===== src/core/sadc_pkg.sv =====
/*
 * Constants shared by the serial converter readout block: frame layout,
 * edge positions within a frame, and the interframe quiet figure.
 * Assumes nothing of its surroundings; holds definitions only.
 */
package sadc_pkg;
    // Result resolution in bits.
    localparam int RESULT_BITS      = 12;
    // Leading zero bits ahead of the result.
    localparam int LEAD_ZEROS       = 4;
    // Total bits shifted out per frame.
    localparam int FRAME_BITS       = LEAD_ZEROS + RESULT_BITS;
    // Falling edge of the serial clock at which the input is held.
    localparam int HOLD_EDGE        = 3;
    // Least quiet time between release and next frame, in ns.
    localparam int QUIET_NS         = 10;
    // Core clock period in ns.
    localparam int CORE_PERIOD_NS   = 10;
    // Quiet time in core cycles, rounded up, at least one.
    localparam int QUIET_CYCLES     =
        ((QUIET_NS + CORE_PERIOD_NS - 1) / CORE_PERIOD_NS) < 1 ? 1 :
        ((QUIET_NS + CORE_PERIOD_NS - 1) / CORE_PERIOD_NS);
    // Width of the edge counter within a frame.
    localparam int CNT_W            = 5;
    // Counter value that marks a fresh frame.
    localparam logic [CNT_W-1:0] CNT_ZERO = 5'h00;

    // Frame sequencer states.
    typedef enum logic [1:0] {
        SADC_IDLE,
        SADC_TRACK,
        SADC_CONVERT,
        SADC_DONE
    } sadc_state_e;
endpackage


===== src/core/sadc_core.sv =====
/*
 * Frame control and serial result readout of a 12-bit successive
 * approximation converter. The host drives an active-low frame select
 * and a serial clock; both are sampled by the core clock. Sampled input
 * words arrive through a FIFO; the result leaves MSB first after four
 * zeros. Assumes the core clock is well above the serial clock rate.
 */
// What this block does
// - Frame select falling starts conversion and frame.
// - New bit presented after serial clock falling.
// - Sixteen bits: four zeros, result MSB first.
// - Conversion steps advance only on serial clock.
// - Hold begins at third serial clock falling.
// - Power down after conversion, up at frame.
// - Output starts driving after frame select falls.
// - Output releases after final falling edge.
`timescale 1ns/1ps
module sadc_core
    import sadc_pkg::*;
#(
    parameter int FIFO_DEPTH = 32
) (
    input  wire logic                   i_core_clk,
    input  wire logic                   i_srst,
    input  wire logic                   i_frame_sel_n,
    input  wire logic                   i_serial_clk,
    input  wire logic [RESULT_BITS-1:0] i_sample,
    input  wire logic                   i_sample_valid,
    output logic                        o_sample_ready,
    output logic                        o_serial_result_out,
    output logic                        o_serial_result_oe,
    output logic                        o_holding,
    output logic                        o_powered_down,
    output logic                        o_frame_done
);
    // The counter must reach one past a full frame; refuse this at
    // elaboration rather than let the count wrap in silence.
    if (FRAME_BITS >= (1 << CNT_W) || HOLD_EDGE >= FRAME_BITS) begin
        $error("sadc_core: frame does not fit the edge counter");
    end

    // Every register of the block outside the FIFO lives in this struct.
    typedef struct packed {
        logic                   cs_m;       // Select, first stage.
        logic                   cs_s;       // Select, second stage.
        logic                   cs_d;       // Select, previous sample.
        logic                   ck_m;       // Clock, first stage.
        logic                   ck_s;       // Clock, second stage.
        logic                   ck_d;       // Clock, previous sample.
        sadc_state_e            state;      // Frame sequencer.
        logic [CNT_W-1:0]       edges;      // Falling edges this frame.
        logic [RESULT_BITS-1:0] held;       // Held input word.
        logic [RESULT_BITS-1:0] trial;      // Approximation register.
        logic                   sdo;        // Serial output bit.
        logic                   oe;         // Serial output enable.
        logic                   pdown;      // Power-down flag.
        logic                   done;       // Frame complete pulse.
    } sadc_core_s;

    sadc_core_s             st;         // Registered state.
    sadc_core_s             next_st;    // Next state.
    logic [RESULT_BITS-1:0] fifo_data;  // Oldest sampled input word.
    logic                   fifo_valid; // FIFO holds a word.
    logic                   fifo_pop;   // Take the word at hold time.
    logic                   cs_fall;    // Frame select fell.
    logic                   cs_rise;    // Frame select rose.
    logic                   ck_fall;    // Serial clock fell.
    logic [RESULT_BITS-1:0] bit_mask;   // Trial bit of this step.

    // The analog front end is modelled as a stream of input words; the
    // FIFO lets the source run ahead while the host is between frames.
    sadc_fifo #(
        .WIDTH (RESULT_BITS),
        .DEPTH (FIFO_DEPTH)
    ) u_fifo (
        .i_core_clk (i_core_clk),
        .i_srst     (i_srst),
        .i_data     (i_sample),
        .i_valid    (i_sample_valid),
        .o_ready    (o_sample_ready),
        .o_data     (fifo_data),
        .o_valid    (fifo_valid),
        .i_ready    (fifo_pop)
    );

    // Cast helper so counter compares stay at counter width.
    function automatic logic [CNT_W-1:0] CNT_CAST(input int v);
        CNT_CAST = v[CNT_W-1:0];
    endfunction

    // Edge detection reads only second-stage and later samples.
    assign cs_fall = st.cs_d && !st.cs_s;
    assign cs_rise = !st.cs_d && st.cs_s;
    assign ck_fall = st.ck_d && !st.ck_s;

    // The word is taken from the FIFO at the instant of hold.
    assign fifo_pop = (st.state == SADC_TRACK) && ck_fall && !st.cs_s &&
                      (st.edges == CNT_CAST(HOLD_EDGE - 1));

    // Step k of the conversion tries bit (11 - k); the step index is
    // the edge count past the hold edge.
    assign bit_mask = (st.state == SADC_CONVERT &&
                       st.edges >= CNT_CAST(HOLD_EDGE) &&
                       st.edges < CNT_CAST(HOLD_EDGE + RESULT_BITS)) ?
        (RESULT_BITS'(1) << (RESULT_BITS - 1 -
            (int'(st.edges) - HOLD_EDGE))) : '0;

    // Sequencer, approximation and shifter.
    always_comb begin
        next_st      = st;
        next_st.cs_m = i_frame_sel_n;
        next_st.cs_s = st.cs_m;
        next_st.cs_d = st.cs_s;
        next_st.ck_m = i_serial_clk;
        next_st.ck_s = st.ck_m;
        next_st.ck_d = st.ck_s;
        next_st.done = 1'b0;

        case (st.state)
            SADC_IDLE: begin
                // A new frame powers up and starts driving zeros.
                if (cs_fall) begin
                    next_st.state = SADC_TRACK;
                    next_st.edges = CNT_ZERO;
                    next_st.pdown = 1'b0;
                    next_st.oe    = 1'b1;
                    next_st.sdo   = 1'b0;
                    next_st.trial = '0;
                end
            end
            SADC_TRACK: begin
                if (st.cs_s) begin
                    // Select rose early: abandon and release.
                    next_st.state = SADC_IDLE;
                    next_st.oe    = 1'b0;
                    next_st.pdown = 1'b1;
                end else if (ck_fall) begin
                    next_st.edges = st.edges + 1'b1;
                    next_st.sdo   = 1'b0;
                    if (st.edges == CNT_CAST(HOLD_EDGE - 1)) begin
                        // Hold on the third falling edge.
                        next_st.held  = fifo_valid ? fifo_data : '0;
                        next_st.state = SADC_CONVERT;
                    end
                end
            end
            SADC_CONVERT: begin
                if (st.cs_s) begin
                    next_st.state = SADC_IDLE;
                    next_st.oe    = 1'b0;
                    next_st.pdown = 1'b1;
                end else if (ck_fall) begin
                    next_st.edges = st.edges + 1'b1;
                    if (bit_mask != '0) begin
                        // Trial compare decides one bit per edge.
                        if ((st.trial | bit_mask) <= st.held) begin
                            next_st.trial = st.trial | bit_mask;
                        end
                    end
                    // Edges 1..3 send zeros; edge 4 on sends result.
                    if (st.edges < CNT_CAST(LEAD_ZEROS - 1)) begin
                        next_st.sdo = 1'b0;
                    end else if (st.edges == CNT_CAST(LEAD_ZEROS - 1))
                    begin
                        // MSB decided at this same step goes out first.
                        next_st.sdo   = ((st.trial | bit_mask) <=
                                         st.held) ? 1'b1 : 1'b0;
                    end else if (st.edges <
                                 CNT_CAST(FRAME_BITS - 1)) begin
                        // Later bits are read from the trial register
                        // once that step has resolved them.
                        next_st.sdo = next_st.trial[RESULT_BITS - 1 -
                            (int'(st.edges) - (LEAD_ZEROS - 1))];
                    end else begin
                        // Final falling edge: release and sleep.
                        next_st.oe    = 1'b0;
                        next_st.state = SADC_DONE;
                        next_st.pdown = 1'b1;
                        next_st.done  = 1'b1;
                    end
                end
            end
            SADC_DONE: begin
                // Wait for select to return high before rearming;
                // the host keeps the quiet interval itself.
                if (st.cs_s) begin
                    next_st.state = SADC_IDLE;
                end
            end
            default: begin
                next_st.state = SADC_IDLE;
            end
        endcase
    end

    // Single state register with synchronous reset.
    always_ff @(posedge i_core_clk) begin
        if (i_srst) begin
            st       <= '0;
            st.cs_m  <= 1'b1;
            st.cs_s  <= 1'b1;
            st.cs_d  <= 1'b1;
            // The serial clock idles high; starting the stages at that
            // level keeps a false edge out of the first cycles.
            st.ck_m  <= 1'b1;
            st.ck_s  <= 1'b1;
            st.ck_d  <= 1'b1;
            st.state <= SADC_IDLE;
            st.pdown <= 1'b1;
        end else begin
            st <= next_st;
        end
    end

    assign o_serial_result_out = st.sdo;
    assign o_serial_result_oe  = st.oe;
    assign o_holding           = (st.state == SADC_CONVERT);
    assign o_powered_down      = st.pdown;
    assign o_frame_done        = st.done;
endmodule


===== src/core/sadc_fifo.sv =====
/*
 * Synchronous FIFO carrying sampled input words to the converter.
 * Assumes one clock and a synchronous active-high reset.
 */
`timescale 1ns/1ps
module sadc_fifo #(
    parameter int WIDTH = 12,
    parameter int DEPTH = 32
) (
    input  wire logic             i_core_clk,
    input  wire logic             i_srst,
    input  wire logic [WIDTH-1:0] i_data,
    input  wire logic             i_valid,
    output logic                  o_ready,
    output logic      [WIDTH-1:0] o_data,
    output logic                  o_valid,
    input  wire logic             i_ready
);
    localparam int AW = $clog2(DEPTH);

    // The pointer arithmetic wraps naturally only on powers of two,
    // so other depths are refused at elaboration.
    if (DEPTH < 2 || (1 << AW) != DEPTH || WIDTH < 1) begin
        $error("sadc_fifo: DEPTH must be a power of two >= 2");
    end

    // All state in one struct; storage array kept apart for inference.
    typedef struct packed {
        logic [AW-1:0] wr_ptr;
        logic [AW-1:0] rd_ptr;
        logic [AW:0]   count;
    } sadc_fifo_s;

    sadc_fifo_s       st;       // Registered state.
    sadc_fifo_s       next_st;  // Next state.
    logic [WIDTH-1:0] mem [DEPTH];
    logic             push;     // Write accepted this cycle.
    logic             pop;      // Read accepted this cycle.

    assign o_ready = (st.count != (AW+1)'(DEPTH));
    assign o_valid = (st.count != '0);
    assign push    = i_valid && o_ready;
    assign pop     = o_valid && i_ready;
    assign o_data  = mem[st.rd_ptr];

    // Pointer and occupancy update.
    always_comb begin
        next_st = st;
        if (push) begin
            next_st.wr_ptr = st.wr_ptr + 1'b1;
        end
        if (pop) begin
            next_st.rd_ptr = st.rd_ptr + 1'b1;
        end
        next_st.count = st.count + (AW+1)'(push) - (AW+1)'(pop);
    end

    // State register and storage write.
    always_ff @(posedge i_core_clk) begin
        if (i_srst) begin
            st <= '0;
        end else begin
            st <= next_st;
        end
        if (push) begin
            mem[st.wr_ptr] <= i_data;
        end
    end
endmodule


===== config.mk =====
export PLATFORM = sky130hd
export DESIGN_NAME = sadc_core
export DESIGN_NICKNAME = d
export VERILOG_FILES = /design/src/core/sadc_pkg.sv /design/src/core/sadc_core.sv /design/src/core/sadc_fifo.sv
export SDC_FILE = /design/constraint.sdc
export NUM_CORES = 1
export LEC_CHECK = 0
export BUFFER_PORTS_ARGS = -buffer_cell sky130_fd_sc_hd__buf_2
export CAP_MARGIN = 15
export CELL_PAD_IN_SITES_DETAIL_PLACEMENT = 0
export CELL_PAD_IN_SITES_GLOBAL_PLACEMENT = 2
export CORE_ASPECT_RATIO = 2
export CORE_MARGIN = 2
export CORE_UTILIZATION = 40
export DETAILED_ROUTE_END_ITERATION = 7
export MAX_ROUTING_LAYER = met4
export PLACE_DENSITY_LB_ADDON = 0.08
export SETUP_SLACK_MARGIN = 0.4
export SYNTH_ARGS = -nofsm -noshare
export SYNTH_HDL_FRONTEND = slang
export SYNTH_SLANG_ARGS = --single-unit

===== constraint.sdc =====
create_clock -name i_core_clk -period 7.7 [get_ports i_core_clk]
set_clock_uncertainty 0.05 [all_clocks]
set_input_delay 1.54 -clock i_core_clk [delete_from_list [all_inputs] [get_ports i_core_clk]]
set_output_delay 1.54 -clock i_core_clk [all_outputs]
set_load 0.01 [all_outputs]

==> results of run 1 <==
## through the flow
step                cells  utilization  total power, mW  hold WS [ns]  setup WS (ns)
floorplan            1010            -             2.90         0.339           3.51
global placement     1561        0.422             3.01         0.348           2.09
detailed placement   1561        0.422             3.01         0.352           2.03
CTS                  1635        0.451             5.03         0.367           1.94
global route         1635        0.451             5.14         0.387           1.47
finish               1635        0.451             4.96         0.362           1.96
## routing by layer
| metal | track usage | wire (microns) |
|---|---|---|
| met1 | 0.188 | 14400 |
| met3 | 0.0218 | 1150 |
| met5 | - | 0 |
| met2 | 0.375 | 25300 |
| met4 | 0.0807 | 1820 |
## worst min-delay path by stage
stage | from | end | slack (ns) | depth (start not counted)
after global routing | next_st[36] | next_st[35] | 0.39 | 1
final | next_st[36] | next_st[35] | 0.36 | 1
after floorplan | next_st[36] | next_st[35] | 0.34 | 1
after CTS | next_st[36] | next_st[35] | 0.37 | 1
after detailed placement | next_st[36] | next_st[35] | 0.35 | 1
after global placement | next_st[39] | next_st[38] | 0.35 | 1
## logic make-up after synthesis
| family | Yosys count | share of synthesized area |
|---|---|---|
| compound gates | 102 | 0.0382 |
| xor+xnor | 14 | 0.00674 |
| fa+ha+maj | 35 | 0.0245 |
| buf+inv | 85 | 0.0201 |
| flops | 446 | 0.702 |
| mux | 138 | 0.159 |
| simple gates | 190 | 0.0494 |
## state kept, by name (all words and copies together), names as in the netlist, named ones only
name and cells:
st 33, o_powered_down 1, o_frame_done 1, o_serial_result_oe 1
o_serial_result_out 1, u_fifo.st 16, u_fifo.mem 384, next_st 4
## cell usage in the layout (no fill, tap or decap), types with 3 or more instances in the layout
master / instances
a22oi_1: 13
a32oi_1: 11
and3_1: 3
a21oi_1: 25
or2_2: 6
mux2_2: 12
nand2_1: 21
clkbuf_16: 43
ha_1: 34
xor2_1: 9
clkinv_4: 3
inv_1: 30
a211oi_1: 3
buf_4: 23
nor2_1: 79
nor2b_1: 6
clkbuf_1: 10
nand2b_1: 6
o21ai_0: 13
or3_1: 4
edfxtp_1: 384
bufinv_16: 3
dfxtp_1: 58
buf_2: 22
xnor2_1: 5
a31oi_1: 3
nand4_1: 8
nand3_1: 6
nor3_1: 13
mux2i_1: 6
clkinv_1: 12
nor2_2: 20
o21ai_1: 3
a21o_1: 13
mux4_2: 120
nand3b_1: 4
## worst max-delay path, stage by stage (launching register included)
cell and delay (ns):
dfxtp_1 0.52, ha_1 0.57, xnor2_1 0.27, ha_1 0.28
nand4b_1 0.20, o32ai_1 0.91, nand2_1 0.15, nand2b_1 0.13
ha_1 0.26, nand4_1 0.15, nor2_1 0.06, a2111oi_1 0.80
nor2_1 0.26, nor2_1 0.70, a32oi_1 0.23, nor2_1 0.12
## area by class of cell
class,instances,area share
Inverter,31,0.00574
Timing Repair Buffer,45,0.0139
Clock inverter,21,0.00900
Multi-Input combinational cell,479,0.252
Sequential cell,446,0.630
Clock buffer,53,0.0549
Tap cell,560,0.0345
## where the power goes
group          internal [mW]  switching [mW]  total, mW
Sequential              2.67          0.0172       2.68
Clock                   1.12           0.881       2.01
Combinational          0.101           0.167      0.268
Total                   3.89            1.07       4.96
==> summary.md, run 1 <==
| Metric | Value |
|---|---|
| Run status | completed |
| Area growth, synth to finish | 11.5% |
| Seq/Total Area, Yosys | 0.702 |
| RSZ-0062 raised after global routing | no |
| Mapped cell area | 18,200 sq um |
| Gr usage total | 0.192 |
| Maximum vdd ir drop | 0.000152 V |
| CP Class | reg2reg |
| P per Cell Area | 244 nW/um^2 |
| Worst R2R End | st[4] |
| Post-synth EDFFs | 384 |
| Root Driver | clkbuf_16 |
| Netlist cell types | 60 |
| Worst r2r src | st[29] |
| First-pass GRT wire length | 64,000 microns |
| CTS tree | done |
| Clock sink count | 446 |
| Post-DR wirelength/cell | 26.1 microns |
| HP Class | reg2reg |
| Die ar. | 47,300 sq um |
| Reg clk slew, reported paths | 0.07 ns |
| CP max FO | 15 |
| Site row count | 110 |
| Ys flop type | edfxtp_1 |
| H-tree Lvls | 2 |
| # IOs | 23 |
| Total global routing overflow | 0 |
| Slew HR | 0.268 |
| Drt pass-1 iters | 4 |
| Die width | 155 microns |
| Avg Cell Area, Syn | 18.0 sq um |
| Filler cell count | 3,873 |
| Final Max Tran Viols | 0 |
| Startpoint Class | flip-flop |
| Final hold vios | 0 |
| FF/Latch Area | 12,800 sq um |
| Detailed router's first-iteration violation count | 533 |
| Measured slew at the worst slew-check pin | 1.10 ns |
| PortBufs | 22 |
| Via Count | 8,986 |
| Synthesized net count | 1,062 |
| Req. time, crit path | 8.11 ns |
| Post-CTS Hold Fix Bufs | 0 |
| ANT nets after route | 0 |
| CTS buffer count | 42 |
| Post-Syn Instances | 1,010 |
| Final instance area | 20,300 sq um |
| Via/cell ratio | 5.50 |
| FF-to-FF path depth | 15 |
| Synth warnings | 0 |
| Most frequent cell after synthesis | edfxtp_1 |
| Number of synthesized register bits | 446 |
| Max Freq | 0.174 GHz |
| Initial Utilization | 0.404 |
| Area leader, netlist | edfxtp_1 |
| Cell Area, Placed | 19,000 sq um |
| # setup viols final | 0 |
| Vias in the first global route | 9,787 |
| Skew-Pair Late Insertion Delay | 0.54 ns |
| Area of the multi-input gates | 5110 sq um |
| Crit end category | flip-flop |
| Initial antenna violation count | 1 |
| Top cell type's share of synthesized area | 0.634 |
| DRC viols | 0 |
| Setup bufs post-CTS | 0 |
| Antenna Cells | 0 |
| Nets | 1,097 |
| Synth area leaders | edfxtp_1 63%, mux4_2 15%, dfxtp_1 6.8% |
| Post-CTS Resized | 0 |
| WL final | 42,700 microns |
| Worst Path Arrival | 6.15 ns |
| Largest net degree at the start of global routing | 58 |
| Die height | 306 microns |
| Max Root-Sink Buffers | 3 |
| Final RePlAce weighted congestion | 0.861 |
| Layout cells sized above 1 | 0.246 |
| Critical path destination | st[4] |
| MaxCap Viol Count | 0 |
| Register-to-register setup slack | 1.96 ns |
| Final Cycle Share | 0.745 |
| Synth cell count leaders | 384 x edfxtp_1, 120 x mux4_2, 99 x nor2_1, 62 x dfxtp_1 |
| Core Area | 45,000 sq um |
| Setup TNS | 0 ns |
| Hpwl dp | 28,400 microns |
| Post-synth ARST share | 0 |
| Leak pwr | 6.38 nW |
| Crit. Startpoint | st[29] |
| Fin crit period | 5.74 ns |
(Power assumes the default switching activity.)
==> inputs of run 2 (changes only) <==
Settings changed: ABC_AREA set to 1.
Clock period 7.7 ns to 5 ns, I/O delays scaled along.
==> summary.md, run 2 <==
| Metric | Value |
|---|---|
| Run status | completed |
| H-tree Lvls | 2 |
| Post-DR wirelength/cell | 22.1 microns |
| Layout cells sized above 1 | 0.103 |
| Max Root-Sink Buffers | 3 |
| Core Area | 47,200 sq um |
| Leak pwr | 7.11 nW |
| PortBufs | 22 |
| Measured slew at the worst slew-check pin | 1.08 ns |
| Most common cell after layout, fill and taps aside | edfxtp_1 |
| HP Class | reg2reg |
| Area leader, netlist | edfxtp_1 |
| Skew-Pair Late Insertion Delay | 0.56 ns |
| Die height | 312 microns |
| Via Count | 11,900 |
| Detailed router's first-iteration violation count | 660 |
| Seq/Total Area, Yosys | 0.673 |
| Nets | 1,637 |
| Slowest-stage cell, CP | dfxtp_2 |
| Avg Cell Area, Syn | 12.2 sq um |
| Max reg flops | 384 |
| Reg clk slew, reported paths | 0.06 ns |
| P per Cell Area | 374 nW/um^2 |
| Synth area leaders | edfxtp_1 61%, dfxtp_1 6.5%, mux2i_1 5.1% |
| Top cell type's share of synthesized area | 0.607 |
| Post-Syn Instances | 1,559 |
| Final RePlAce weighted congestion | 0.828 |
| CTS tree | done |
| Site row count | 113 |
| Drt pass-1 iters | 4 |
| Synth cell count leaders | 384 x edfxtp_1, 178 x inv_1, 133 x a21oi_1, 126 x nand3_1, 126 x o21ai_0 |
| Setup TNS | 0 ns |
| Biggest regs | u_fifo.mem x384, st x33, u_fifo.st x16 |
| Area growth, synth to finish | 12.3% |
| Antenna Cells | 0 |
| Critical Path Most Common Cell | nand2_1 |
| Netlist cell types | 40 |
| Number of synthesized register bits | 446 |
| CP peak stage delay | 0.50 ns |
| Largest net degree at the start of global routing | 93 |
| Die width | 158 microns |
| Max Freq | 0.247 GHz |
| Slew HR | 0.279 |
| CP max FO | 13 |
| Mapped cell area | 19,000 sq um |
| DRC viols | 0 |
| Total global routing overflow | 0 |
| Final hold vios | 0 |
| Comb pwr share | 0.074 |
| Initial antenna violation count | 0 |
| Clock sink count | 446 |
| Hold Slack | 0.367 ns |
| Final Cycle Share | 0.810 |
| Maximum vdd ir drop | 0.000301 V |
| Fin crit period | 4.05 ns |
| Startpoint Class | flip-flop |
| Most frequent cells in the layout | 384 x edfxtp_1, 178 x inv_1, 133 x a21oi_1 |
| Gr usage total | 0.209 |
| CTS buffer count | 41 |
| Hpwl dp | 30,600 microns |
| Sequential Power Share | 0.522 |
| Switch share | 0.232 |
| Synth warnings | 0 |
| Final Max Tran Viols | 0 |
| Crit-path leading delay family | simple AND/OR/NAND/NOR gates |
| WL final | 49,700 microns |
| Cell-internal power | 6.12 mW |
| CP Class | reg2reg |
| RSZ-0062 raised after global routing | no |
| Root Driver | clkbuf_16 |
| Top reg by flops | u_fifo.mem |
| Via/cell ratio | 5.30 |
| Part of the power in the clock network | 0.404 |
| ANT nets after route | 0 |
| Crit end category | flip-flop |
| MaxCap Viol Count | 0 |
| Worst Path Arrival | 4.47 ns |
| Util after Layout | 0.451 |
| Vias in the first global route | 11,600 |
| Req. time, crit path | 5.42 ns |
| Setup bufs post-CTS | 0 |
| Ys flop type | edfxtp_1 |
| First-pass GRT wire length | 73,400 microns |
| Psw | 1.85 mW |
| # IOs | 23 |
| Initial Utilization | 0.402 |
| Post-synth EDFFs | 384 |
| Post-synth ARST share | 0 |
| Crit path buf inv count | 2 |
| Synthesized net count | 1,611 |
| Die ar. | 49,300 sq um |
| # setup viols final | 0 |
| Most frequent cell after synthesis | edfxtp_1 |
[run 2: changes by cell type after synthesis, sizes merged, moves of 10 or more]
cell / delta
mux2i: +90
o211ai: +97
mux4: -120
a21oi: +108
a32oi: -10
o21ai: +110
a21o: -13
nand3: +123
nor2: -20
a22oi: -12
clkbuf: +21
nand2: +83
mux2: -12
inv: +150
[run 2: stage by stage]
stage	total power [mW]	area [sq um]	worst slack, ns	instances
after global routing	8.28	21300	0.446	2249
after detailed placement	4.84	19900	0.482	2173
after floorplan	4.59	19000	1.65	1559
after global placement	4.83	19900	0.596	2173
final	7.97	21300	0.949	2249
after CTS	8.07	21300	0.474	2248
[run 2: layout make-up]
class | count | area [sq um]
clock inverters | 25 | 268
repair buffers | 64 | 467
fillers | 4377 | 25900
flip-flops and latches | 446 | 12800
multi-input cells | 848 | 5210
well taps | 632 | 791
clock buffers | 50 | 1100
inverters | 184 | 694
[run 2: logic make-up after synthesis]
group,Yosys count,synth area share
compound gates,379,0.117
buf+inv,265,0.0546
simple gates,338,0.0821
mux,96,0.0506
flops,446,0.673
fa+ha+maj,35,0.0235
[run 2: power groups by stage]
| stage | combinational (mW) | clock (mW) | sequential [mW] |
|---|---|---|---|
| floorplan | 0.355 | 0 | 4.23 |
| global placement | 0.592 | 0 | 4.23 |
| detailed placement | 0.602 | 0 | 4.24 |
| CTS | 0.604 | 3.31 | 4.16 |
| global route | 0.665 | 3.45 | 4.16 |
| finish | 0.591 | 3.22 | 4.16 |
[run 2: per-layer routing]
layer	track usage	wire length (microns)
met2	0.342	24900
met5	-	0
met4	0.0735	1790
met1	0.272	21200
met3	0.0223	1720
[run 2: worst register-to-register path: cells and delay by family (launching register included)]
kind                     cells  cell delay, ns
AO/OA/AOI/OAI                3            0.37
adder cells (fa/ha/maj)      3            0.75
buffers and inverters        2            0.17
flip-flops                   1            0.50
AND/OR/NAND/NOR             20            2.15
[run 2: path summary, 6_finish.rpt]
| check | from | to | slack, ns | cells after the start |
|---|---|---|---|---|
| setup / recovery | st[28] | o_serial_result_out | 0.95 | 28 |
| hold / removal | next_st[36] | next_st[35] | 0.37 | 1 |
| setup reg to reg | st[28] | o_serial_result_out | 0.95 | 28 |
| hold reg to reg | next_st[36] | next_st[35] | 0.37 | 1 |
[run 2: what timing repair did]
action | CTS | global route
setup endpoints to repair | 0 | 5
hold buffers | 0 | 0
hold endpoints to repair | 0 | 0
gates resized for setup | 0 | 6
==> inputs of run 3 (changes only) <==
Clock period 5 ns to 3.3 ns, I/O delays scaled along.
==> summary.md, run 3 (synthesized netlist as in run 2, its figures left out) <==
| Metric | Value |
|---|---|
| Run status | completed |
| Final Cycle Share | 0.982 |
| Util after Layout | 0.469 |
| H-tree Lvls | 2 |
| WL met3 | 1580 microns |
| Final Max Tran Viols | 0 |
| Core Area | 47,200 sq um |
| CP peak stage delay | 0.39 ns |
| Die height | 312 microns |
| Fin crit period | 3.24 ns |
| Skew-Pair Late Insertion Delay | 0.58 ns |
| MaxCap Viol Count | 0 |
| Clock sink count | 446 |
| Via/cell ratio | 5.22 |
| Detailed router's first-iteration violation count | 845 |
| Initial antenna violation count | 0 |
| Worst hold path endpoint | next_st[39] |
| Slowest-stage cell, CP | dfxtp_4 |
| Reg clk slew, reported paths | 0.06 ns |
| Worst R2R End | st[14] |
| Initial Utilization | 0.402 |
| PortBufs | 22 |
| Die ar. | 49,300 sq um |
| CP Class | reg2reg |
| Total power | 12.0 mW |
| CTS tree | done |
| Crit-path leading delay family | simple AND/OR/NAND/NOR gates |
| WL final | 49,400 microns |
| Total global routing overflow | 0 |
| Startpoint Class | flip-flop |
| # IOs | 23 |
| Crit-path cells | ha_4, inv_6, nand2_4, nand2_4, ha_4, inv_2, nand3_1, nand2_1, nand2_2, nor2_4, nand2_4, o21ai_2, ha_1, nand4_1, nor2_2, nand4_1, buf_6, nand2_8, nand4_1, buf_4, buf_4, buf_6, a221oi_2 |
| Hold Slack | 0.230 ns |
| Max Freq | 0.308 GHz |
| Gr usage total | 0.209 |
| Max reg flops | 384 |
| Most common cell after layout, fill and taps aside | edfxtp_1 |
| Drt pass-1 iters | 5 |
| RSZ-0062 raised after global routing | yes |
| Met2 Routed Length | 25,300 microns |
| P per Cell Area | 541 nW/um^2 |
| Layout cells sized above 1 | 0.172 |
| Maximum vdd ir drop | 0.000409 V |
| # setup viols final | 0 |
| Largest net degree at the start of global routing | 74 |
| ANT nets after route | 0 |
| Slew HR | 0.431 |
| Area growth, synth to finish | 16.6% |
| HP Class | in2reg |
| Hold Path Stages | 2 |
| Most frequent cells in the layout | 384 x edfxtp_1, 175 x inv_1, 129 x a21oi_1 |
| FF/Latch Area | 12,800 sq um |
| Final RePlAce weighted congestion | 0.819 |
| Nets | 1,712 |
| Max Root-Sink Buffers | 3 |
| Post-DR wirelength/cell | 21.3 microns |
| Worst r2r src | st[29] |
| Crit path buf inv count | 6 |
| Final hold vios | 0 |
| Leak pwr | 7.48 nW |
| Measured slew at the worst slew-check pin | 0.854 ns |
| Wl on met1 | 21,000 microns |
| Root Driver | clkbuf_16 |
| Filler cell count | 4,389 |
| Top reg by flops | u_fifo.mem |
| Die width | 158 microns |
| Via Count | 12,100 |
| Req. time, crit path | 3.73 ns |
| Vias in the first global route | 11,800 |
| Hpwl dp | 31,400 microns |
| CP max FO | 7 |
| Top routing layer in use | met4 |
| Site row count | 113 |
| Antenna Cells | 0 |
| Hold Crit Start | i_frame_sel_n |
| Worst Path Arrival | 3.67 ns |
| Area of the multi-input gates | 5470 sq um |
| Crit. Startpoint | st[29] |
| Register-to-register setup slack | 0.06 ns |
| Crit end category | flip-flop |
| First-pass GRT wire length | 73,700 microns |
| FF-to-FF path depth | 23 |
| CTS buffer count | 41 |
| DRC viols | 0 |
| Biggest regs | u_fifo.mem x384, st x33, u_fifo.st x16 |
-- run 3: cell count changes in the layout (fill, tap and decap cells not counted), moves of 5 or more --
cell | before | now
nand3_1 | 126 | 121
o21ai_0 | 126 | 114
nand2_2 | 8 | 15
o21ai_2 | 0 | 5
nor2_1 | 72 | 67
nand2_1 | 95 | 83
buf_4 | 38 | 106
o21ai_1 | 0 | 7
nand2_4 | 1 | 6
-- run 3: per-layer routing --
| layer | up-vias | global-route usage |
|---|---|---|
| met1 | 5969 | 0.267 |
| met4 | 0 | 0.0667 |
| met2 | 219 | 0.349 |
| met3 | 73 | 0.0193 |
| met5 | - | - |
| li1 | 5865 | - |
-- run 3: worst max-delay path by stage --
| stage | end | cells past startpoint | slack, ns |
|---|---|---|---|
| finish | st[14] | 23 | 0.06 |
| floorplan | o_serial_result_out | 27 | 0.26 |
| CTS | o_serial_result_out | 27 | 0.01 |
| global route | o_serial_result_out | 28 | -0.23 |
| global placement | o_serial_result_out | 30 | -0.08 |
| detailed placement | o_serial_result_out | 28 | -0.09 |
-- run 3: report_power, final --
group	leakage [nW]	total (mW)	switching (mW)	internal, mW
Sequential	3.97	6.29	0.0523	6.24
Clock	0.625	4.70	2.18	2.52
Combinational	2.88	0.978	0.679	0.300
Total	7.48	12.0	2.91	9.06
-- run 3: repair_timing --
action | CTS | global route
resized for setup | 17 | 48
cloned | 1 | 0
hold buffers | 0 | 0
setup endpoints to repair | 14 | 17
pin swaps | 5 | 19
buffers inserted | 5 | 10
-- run 3: area by class of cell --
cell class	instances	area share
timing repair buffer	138	0.0484
clock inverter	28	0.0116
multi-input combinational	849	0.247
clock buffer	48	0.0480
inverter	184	0.0315
sequential	446	0.578
tap	632	0.0357
-- run 3: per-stage QoR --
step                setup TNS (ns)  setup slack (ns)  instances  area, sq um
finish                           0            0.0581       2325        22100
global route                -0.368            -0.233       2325        22100
CTS                              0            0.0120       2315        21900
detailed placement         -0.0854           -0.0854       2233        20500
global placement           -0.0794           -0.0794       2233        20500
floorplan                        0             0.256       1559        19100
